--- src/core/lfm_pkg.sv ---
`default_nettype none

package lfm_pkg;

    localparam int NCH = 2;

    // Consecutive qualifying cycles before a short is declared.
    localparam logic [3:0] FB_SHORT_CYCLES    = 4'h8;
    localparam logic [3:0] BOOST_SHORT_CYCLES = 4'h2;

    // Short threshold field width and its value after reset.
    localparam int         THR_W     = 4;
    localparam logic [3:0] THR_RESET = 4'h2;

    // Width of the coded LED current level per channel.
    localparam int LVL_W = 2;

    // Dead time between a short shutdown and the restart soft start.
    localparam int         CLK_PERIOD_NS = 8;
    localparam int         OFF_TIME_NS   = 128;
    localparam int         OFF_CYCLES    = (OFF_TIME_NS + CLK_PERIOD_NS - 1) / CLK_PERIOD_NS;
    localparam int         OFF_CNT_W     = 5;
    localparam logic [4:0] OFF_CNT       = 5'(OFF_CYCLES);

    typedef enum logic [1:0] {
        CH_SOFT = 2'b00,
        CH_RUN  = 2'b01,
        CH_OFF  = 2'b10
    } lfm_ch_state_t;

endpackage : lfm_pkg

`default_nettype wire

--- src/core/lfm_det_if.sv ---
`timescale 1ns/100ps
`default_nettype none

interface lfm_det_if;
    logic en;
    logic blank;
    logic boost;
    logic fb_low;
    logic ovc;
    logic hs_low;
    logic det;
    logic s2g;

    modport ctrl_mp (output en, output blank, output boost, output fb_low, output ovc,
                     output hs_low, input det, input s2g);
    modport det_mp  (input en, input blank, input boost, input fb_low, input ovc,
                     input hs_low, output det, output s2g);
endinterface : lfm_det_if

`default_nettype wire

--- src/core/lfm_short_det.sv ---
`timescale 1ns/100ps
`default_nettype none

module lfm_short_det (
    input  wire logic   clk_i,
    input  wire logic   resetn_i,
    lfm_det_if.det_mp   dif
);

    typedef struct packed {
        logic [3:0] fb_cnt;
        logic [3:0] ovc_cnt;
        logic [3:0] hs_cnt;
        logic       det;
        logic       s2g;
    } lfm_det_state_t;

    lfm_det_state_t cur_ff;
    lfm_det_state_t nxt_det;

    function automatic logic [3:0] sat_inc(input logic cond, input logic [3:0] cnt,
                                           input logic [3:0] lim);
        if (!cond) begin
            return 4'h0;
        end
        return (cnt >= lim) ? lim : cnt + 4'h1;
    endfunction : sat_inc

    always_comb begin
        nxt_det = cur_ff;
        // Blanking during the soft-start ramp only hides the feedback comparator.
        nxt_det.fb_cnt  = sat_inc(dif.en && !dif.blank && dif.fb_low, cur_ff.fb_cnt,
                                  lfm_pkg::FB_SHORT_CYCLES);
        nxt_det.ovc_cnt = sat_inc(dif.en && dif.boost && dif.ovc, cur_ff.ovc_cnt,
                                  lfm_pkg::BOOST_SHORT_CYCLES);
        nxt_det.hs_cnt  = sat_inc(dif.en && dif.boost && dif.hs_low, cur_ff.hs_cnt,
                                  lfm_pkg::BOOST_SHORT_CYCLES);
        nxt_det.s2g     = nxt_det.hs_cnt == lfm_pkg::BOOST_SHORT_CYCLES;
        nxt_det.det     = (nxt_det.fb_cnt == lfm_pkg::FB_SHORT_CYCLES)
                        || (nxt_det.ovc_cnt == lfm_pkg::BOOST_SHORT_CYCLES)
                        || nxt_det.s2g;
    end

    always_ff @(posedge clk_i) begin
        if (!resetn_i) begin
            cur_ff <= '0;
        end else begin
            cur_ff <= nxt_det;
        end
    end

    assign dif.det = cur_ff.det;
    assign dif.s2g = cur_ff.s2g;
endmodule : lfm_short_det

`default_nettype wire

--- src/core/lfm_fault_mon.sv ---
// Behaviour
// - Feedback below short threshold eight consecutive cycles declares a short.
// - Boost: load overcurrent two consecutive cycles declares a short.
// - Boost: high sense pin below ground threshold two cycles declares a short.
// - Feedback short ignored during soft-start rise until blanking level passed.
// - A short sets the channel short flag and stops the gate drivers.
// - After a short shutdown the channel restarts through soft start by itself.
// - Buck strap: monitor pin carries output current feedback, select bit ignored.
// - Boost, select low: monitor pin carries PWM activity with short-to-ground flag.
// - Boost, select high: monitor pin carries output current feedback.
// - Entering limp home returns all settings, monitor select included, to reset.
// - In idle only temperature and undervoltage faults are reported.
// - Overtemperature shutdown overrules every other fault action.
// - A 4-bit field per channel sets the short threshold.
// - A two-bit coded LED current level per channel is readable.
`timescale 1ns/100ps
`default_nettype none

module lfm_fault_mon (
    input  wire logic        CLK_I,
    input  wire logic        RESETN_I,
    input  wire logic [1:0]  TOPOLOGY_STRAP_I,
    input  wire logic [1:0]  FB_BELOW_THR_I,
    input  wire logic [1:0]  LOAD_OVC_I,
    input  wire logic [1:0]  SENSE_HIGH_LOW_I,
    input  wire logic [1:0]  SS_BLANK_PASSED_I,
    input  wire logic [1:0]  SS_DONE_I,
    input  wire logic [1:0]  PWM_ACTIVE_I,
    input  wire logic [1:0]  IOUT_FB_I,
    input  wire logic [3:0]  LED_LEVEL_I,
    input  wire logic        IDLE_I,
    input  wire logic        LIMP_HOME_I,
    input  wire logic        OT_SHDN_I,
    input  wire logic        OT_WARN_I,
    input  wire logic        GATE_UV_I,
    input  wire logic        LOGIC_UV_I,
    input  wire logic [1:0]  MON_SEL_WR_I,
    input  wire logic        MON_SEL_WDATA_I,
    input  wire logic [1:0]  THR_WR_I,
    input  wire logic [3:0]  THR_WDATA_I,
    input  wire logic [1:0]  FLAG_CLR_I,
    output logic      [1:0]  SHORT_FLAG_O,
    output logic      [1:0]  GATE_EN_O,
    output logic      [1:0]  SOFT_START_O,
    output logic      [1:0]  MON_PIN_O,
    output logic      [1:0]  MON_SEL_O,
    output logic      [7:0]  THRESHOLD_O,
    output logic      [3:0]  CURR_LEVEL_O,
    output logic             OT_SHDN_FLAG_O,
    output logic             OT_WARN_FLAG_O,
    output logic             GATE_UV_FLAG_O,
    output logic             LOGIC_UV_FLAG_O
);

    localparam int NCH = lfm_pkg::NCH;

    typedef struct packed {
        lfm_pkg::lfm_ch_state_t [NCH-1:0]                       st;
        logic [NCH-1:0][lfm_pkg::OFF_CNT_W-1:0]                 off_cnt;
        logic [NCH-1:0][lfm_pkg::THR_W-1:0]                     thr;
        logic [NCH-1:0][lfm_pkg::LVL_W-1:0]                     lvl;
        logic [NCH-1:0]                                         flag;
        logic [NCH-1:0]                                         gate;
        logic [NCH-1:0]                                         ss;
        logic [NCH-1:0]                                         mon;
        logic [NCH-1:0]                                         sel;
        logic [3:0]                                             sys;
    } lfm_top_state_t;

    lfm_top_state_t cur_ff;
    lfm_top_state_t nxt_top;
    logic [NCH-1:0] det;
    logic [NCH-1:0] s2g;

    for (genvar g = 0; g < NCH; g++) begin : g_ch
        lfm_det_if dif ();
        assign dif.en     = cur_ff.gate[g];
        assign dif.blank  = (cur_ff.st[g] == lfm_pkg::CH_SOFT) && !SS_BLANK_PASSED_I[g];
        assign dif.boost  = TOPOLOGY_STRAP_I[g];
        assign dif.fb_low = FB_BELOW_THR_I[g];
        assign dif.ovc    = LOAD_OVC_I[g];
        assign dif.hs_low = SENSE_HIGH_LOW_I[g];
        assign det[g]     = dif.det;
        assign s2g[g]     = dif.s2g;
        lfm_short_det u_det (
            .clk_i    (CLK_I),
            .resetn_i (RESETN_I),
            .dif      (dif)
        );
    end

    always_comb begin
        nxt_top = cur_ff;
        // Temperature and supply faults are reported in every state, idle included.
        nxt_top.sys = {OT_SHDN_I, OT_WARN_I, GATE_UV_I, LOGIC_UV_I};
        for (int c = 0; c < NCH; c++) begin
            nxt_top.lvl[c] = LED_LEVEL_I[c*2 +: 2];
            if (MON_SEL_WR_I[c]) begin
                nxt_top.sel[c] = MON_SEL_WDATA_I;
            end
            if (THR_WR_I[c]) begin
                nxt_top.thr[c] = THR_WDATA_I;
            end
            if (FLAG_CLR_I[c]) begin
                nxt_top.flag[c] = 1'b0;
            end
            // A new short beats a clear in the same cycle; idle reports none.
            if (det[c] && !IDLE_I) begin
                nxt_top.flag[c] = 1'b1;
            end
            case (cur_ff.st[c])
                lfm_pkg::CH_SOFT: begin
                    nxt_top.gate[c] = 1'b1;
                    if (SS_DONE_I[c]) begin
                        nxt_top.st[c] = lfm_pkg::CH_RUN;
                    end
                end
                lfm_pkg::CH_RUN: begin
                    nxt_top.gate[c] = 1'b1;
                end
                lfm_pkg::CH_OFF: begin
                    nxt_top.gate[c] = 1'b0;
                    if (cur_ff.off_cnt[c] == '0) begin
                        nxt_top.st[c] = lfm_pkg::CH_SOFT;
                    end else begin
                        nxt_top.off_cnt[c] = cur_ff.off_cnt[c] - 5'h1;
                    end
                end
                default: begin
                    nxt_top.st[c] = lfm_pkg::CH_OFF;
                end
            endcase
            if ((det[c] && !IDLE_I) || OT_SHDN_I || IDLE_I) begin
                // Overtemperature holds the channel off until it is gone.
                nxt_top.st[c]      = lfm_pkg::CH_OFF;
                nxt_top.off_cnt[c] = lfm_pkg::OFF_CNT;
                nxt_top.gate[c]    = 1'b0;
            end
            nxt_top.ss[c] = (nxt_top.st[c] == lfm_pkg::CH_SOFT);
            if (!TOPOLOGY_STRAP_I[c] || cur_ff.sel[c]) begin
                nxt_top.mon[c] = IOUT_FB_I[c];
            end else begin
                nxt_top.mon[c] = PWM_ACTIVE_I[c] && !s2g[c];
            end
        end
        if (LIMP_HOME_I) begin
            nxt_top.sel  = '0;
            nxt_top.thr  = {NCH{lfm_pkg::THR_RESET}};
            nxt_top.flag = '0;
        end
    end

    always_ff @(posedge CLK_I) begin
        if (!RESETN_I) begin
            cur_ff     <= '0;
            cur_ff.thr <= {NCH{lfm_pkg::THR_RESET}};
        end else begin
            cur_ff <= nxt_top;
        end
    end

    assign SHORT_FLAG_O    = cur_ff.flag;
    assign GATE_EN_O       = cur_ff.gate;
    assign SOFT_START_O    = cur_ff.ss;
    assign MON_PIN_O       = cur_ff.mon;
    assign MON_SEL_O       = cur_ff.sel;
    assign THRESHOLD_O     = cur_ff.thr;
    assign CURR_LEVEL_O    = cur_ff.lvl;
    assign OT_SHDN_FLAG_O  = cur_ff.sys[3];
    assign OT_WARN_FLAG_O  = cur_ff.sys[2];
    assign GATE_UV_FLAG_O  = cur_ff.sys[1];
    assign LOGIC_UV_FLAG_O = cur_ff.sys[0];

    for (genvar a = 0; a < NCH; a++) begin : g_chk

    end
endmodule : lfm_fault_mon

`default_nettype wire

--- config.mk ---
export PLATFORM = sky130hd
export DESIGN_NAME = lfm_fault_mon
export DESIGN_NICKNAME = d
export VERILOG_FILES = /design/src/core/lfm_pkg.sv /design/src/core/lfm_det_if.sv /design/src/core/lfm_short_det.sv /design/src/core/lfm_fault_mon.sv
export SDC_FILE = /design/constraint.sdc
export NUM_CORES = 1
export LEC_CHECK = 0
export ABC_AREA = 1
export BUFFER_PORTS_ARGS = -buffer_cell sky130_fd_sc_hd__buf_2
export CORE_UTILIZATION = 57
export DETAILED_ROUTE_END_ITERATION = 7
export GPL_TIMING_DRIVEN = 0
export PLACE_DENSITY = 0.84
export SLEW_MARGIN = 10
export SYNTH_ARGS = -nofsm -noshare
export SYNTH_HDL_FRONTEND = slang
export SYNTH_SLANG_ARGS = --single-unit
--- constraint.sdc ---
create_clock -name CLK_I -period 2.3 [get_ports CLK_I]
set_input_delay 0.115 -clock CLK_I [delete_from_list [all_inputs] [get_ports CLK_I]]
set_output_delay 0.115 -clock CLK_I [all_outputs]
set_load 0.005 [all_outputs]
==> results_dict.tcl <==
set metrics [dict create \
    outcome "complete, no violations" \
    max-vdd-ir-drop_v 0.000632 \
    max-cap-violations 0 \
    ys_seq_area_frac 0.475 \
    cts_buffers 9 \
    ant_nets 0 \
    utilization 0.761 \
    antenna_found_initial 0 \
    wl_per_cell_um 11.5 \
    synth_area_leader_cell "dfxtp_1" \
    synth.distinct_cells 27 \
    first_pass_iters 5 \
    rsz0062_at_grt "no" \
    hold_viol_final 0 \
    htree_num_levels 3 \
    clock.fmax_mhz 700 \
    synth.top_cell.area_share 0.475 \
    initial_utilization 0.599 \
    crit_path_end_kind "flop" \
    viasPerCell 4.76 \
    reg2reg_slack_ps 870 \
    die_area_um2 5320 \
    num_antenna_cells 0 \
    syn_inst 366 \
    wirelength_um 6060 \
    dp_hpwl_um 4310 \
    cp.required_ps 2540 \
    synth_commonest_cells "73 x nand2_1, 68 x dfxtp_1, 58 x inv_1" \
    fin_setup_tns_ps 0 \
    postCtsSetupRepairBufs 0 \
    critPathMaxFanout 8 \
    via_count 2509 \
    leakagePower_uw 0.00183 \
    critPathArrivalTime_ps 1670 \
    grt_first_pass_wirelength_um 10000 \
    cts.sinks 68 \
    setup_viol 0 \
    synth_seq_cells 68 \
    grt_max_degree 13 \
    r2r_cells 9 \
    ys_warn_count 0 \
    drc_errors 0 \
    placed_cells 500 \
    hold_class "input port to flop" \
    area_growth_pct 27.0 \
    ctsResizeCount 0 \
    cts_buffer_depth 2 \
    grt_pass1_vias 2448 \
    grt_usage 0.253 \
    path_clk_slew_ps 70 \
    p_per_area_nw_per_um2 728 \
    grt_overflow 0 \
    drv_slew 0 \
    worstSkewPairLatency_ps 360 \
    ios 65 \
    synth_flop_cell "dfxtp_1" \
    synth.most_common_cell "nand2_1" \
    rows 25 \
    port_buffers 64 \
    syn-cell-area_um2 2870 \
    fp.dieH_um 72.9 \
    skew_ps 11.1 \
    fin_crit_sh 0.621 \
    avgSynthCellArea_um2 7.83 \
    period_minus_slack_ps 1430 \
    async_flop_share 0 \
    cts_root_buffer "clkbuf_8" \
    final_cells 527 \
    routabilityCongestion 0.752 \
    layout-drive-gt1-share 0.243 \
    dieWidth_um 72.9 \
    cts_tree "built" \
    fin_nets 508 \
    hold_path_depth 3 \
    core-area_um2 4790 \
    crit_type "flop to flop" \
    drt_iter0_drc 120 \
    synth_area_leaders "dfxtp_1 47%, nand2_1 9.6%, inv_1 7.6%" \
    cp-start-kind "flop" \
    synth_edf_count 0 \
]
power by group:
| part | leakage [µW] | internal [µW] | total (µW) | switching (µW) |
|---|---|---|---|---|
| Clock | 0.000122 | 749 | 1210 | 460 |
| Sequential | 0.000555 | 1210 | 1230 | 17.1 |
| Combinational | 0.00115 | 104 | 216 | 112 |
layout by cell type (no fill, tap or decap), drive strengths merged, types with 2 or more instances in the layout:
master,count
nor2,36
a21oi,26
xor2,3
o21ai,8
dfxtp,68
nand2,75
or2,2
ha,14
clkinv,2
conb,4
buf,88
dlygate4sd3,11
nor4,8
bufinv,3
nor3,7
nand3,22
clkbuf,12
inv,59
nand4,6
a31oi,2
what timing repair did:
item,CTS,global route
hold endpoints to repair,11,0
setup endpoints to repair,0,0
hold buffers,11,0
layout make-up:
| cell class | count | area [µm²] |
|---|---|---|
| multi-input cells | 216 | 1110 |
| clock inverters | 6 | 111 |
| fillers | 358 | 1140 |
| plain buffers | 26 | 183 |
| flip-flops and latches | 68 | 1360 |
| well taps | 67 | 83.8 |
| clock buffers | 10 | 138 |
| inverters | 59 | 221 |
| repair buffers | 75 | 430 |
registers in the layout, summed over array words and instances, names as in the netlist, 4 cells and up:
name	flops
CURR_LEVEL_O	4
THRESHOLD_O	8
cur_ff	14
g_ch.u_det.cur_ff	24
per-stage QoR:
| step | total power, µW | cell area (µm²) | hold WS [ps] | setup slack (ps) |
|---|---|---|---|---|
| after CTS | 2660 | 3640 | 0.149 | 875 |
| after floorplan | 1370 | 2880 | 208 | 1040 |
| after global routing | 2740 | 3640 | 5.54 | 735 |
| after global placement | 1440 | 3280 | 295 | 920 |
| after detailed placement | 1450 | 3280 | 304 | 889 |
| final | 2650 | 3640 | 4.31 | 871 |
final timing paths:
kind / to / from
worst max-delay path: cur_ff[28] / cur_ff[26]
worst min-delay path: THRESHOLD_O[5] / LIMP_HOME_I
worst max register to register: cur_ff[28] / cur_ff[26]
worst min register to register: g_ch[0].u_det.cur_ff[10] / g_ch[0].u_det.cur_ff[13]
cells by family after synthesis:
kind of cell,share of synthesized area
xor gates and xnor gates,0.00917
other,0.00131
AOI/OAI and AO/OA,0.0694
and+or+nand+nor,0.243
buffers and inverters,0.141
DFF,0.475
adders and majority gates,0.0611
worst max-delay path: stages (launching register included):
cell and delay, ps:
dfxtp_1 320, inv_1 90, ha_1 190, inv_1 40
nor2_1 160, nand3b_1 110, nand2_2 150, inv_1 90
o21ai_0 80, a21oi_1 80
metal layers:
| metal | up-vias | part of all wire | GRT usage |
|---|---|---|---|
| li1 | 1307 | - | - |
| met1 | 1120 | 0.42 | 0.278 |
| met3 | 11 | 0.053 | 0.0925 |
| met2 | 71 | 0.51 | 0.429 |
| met5 | - | 0 | 0 |
| met4 | 0 | 0.018 | 0.131 |
Note: power is estimated with default switching activity, not from simulation.
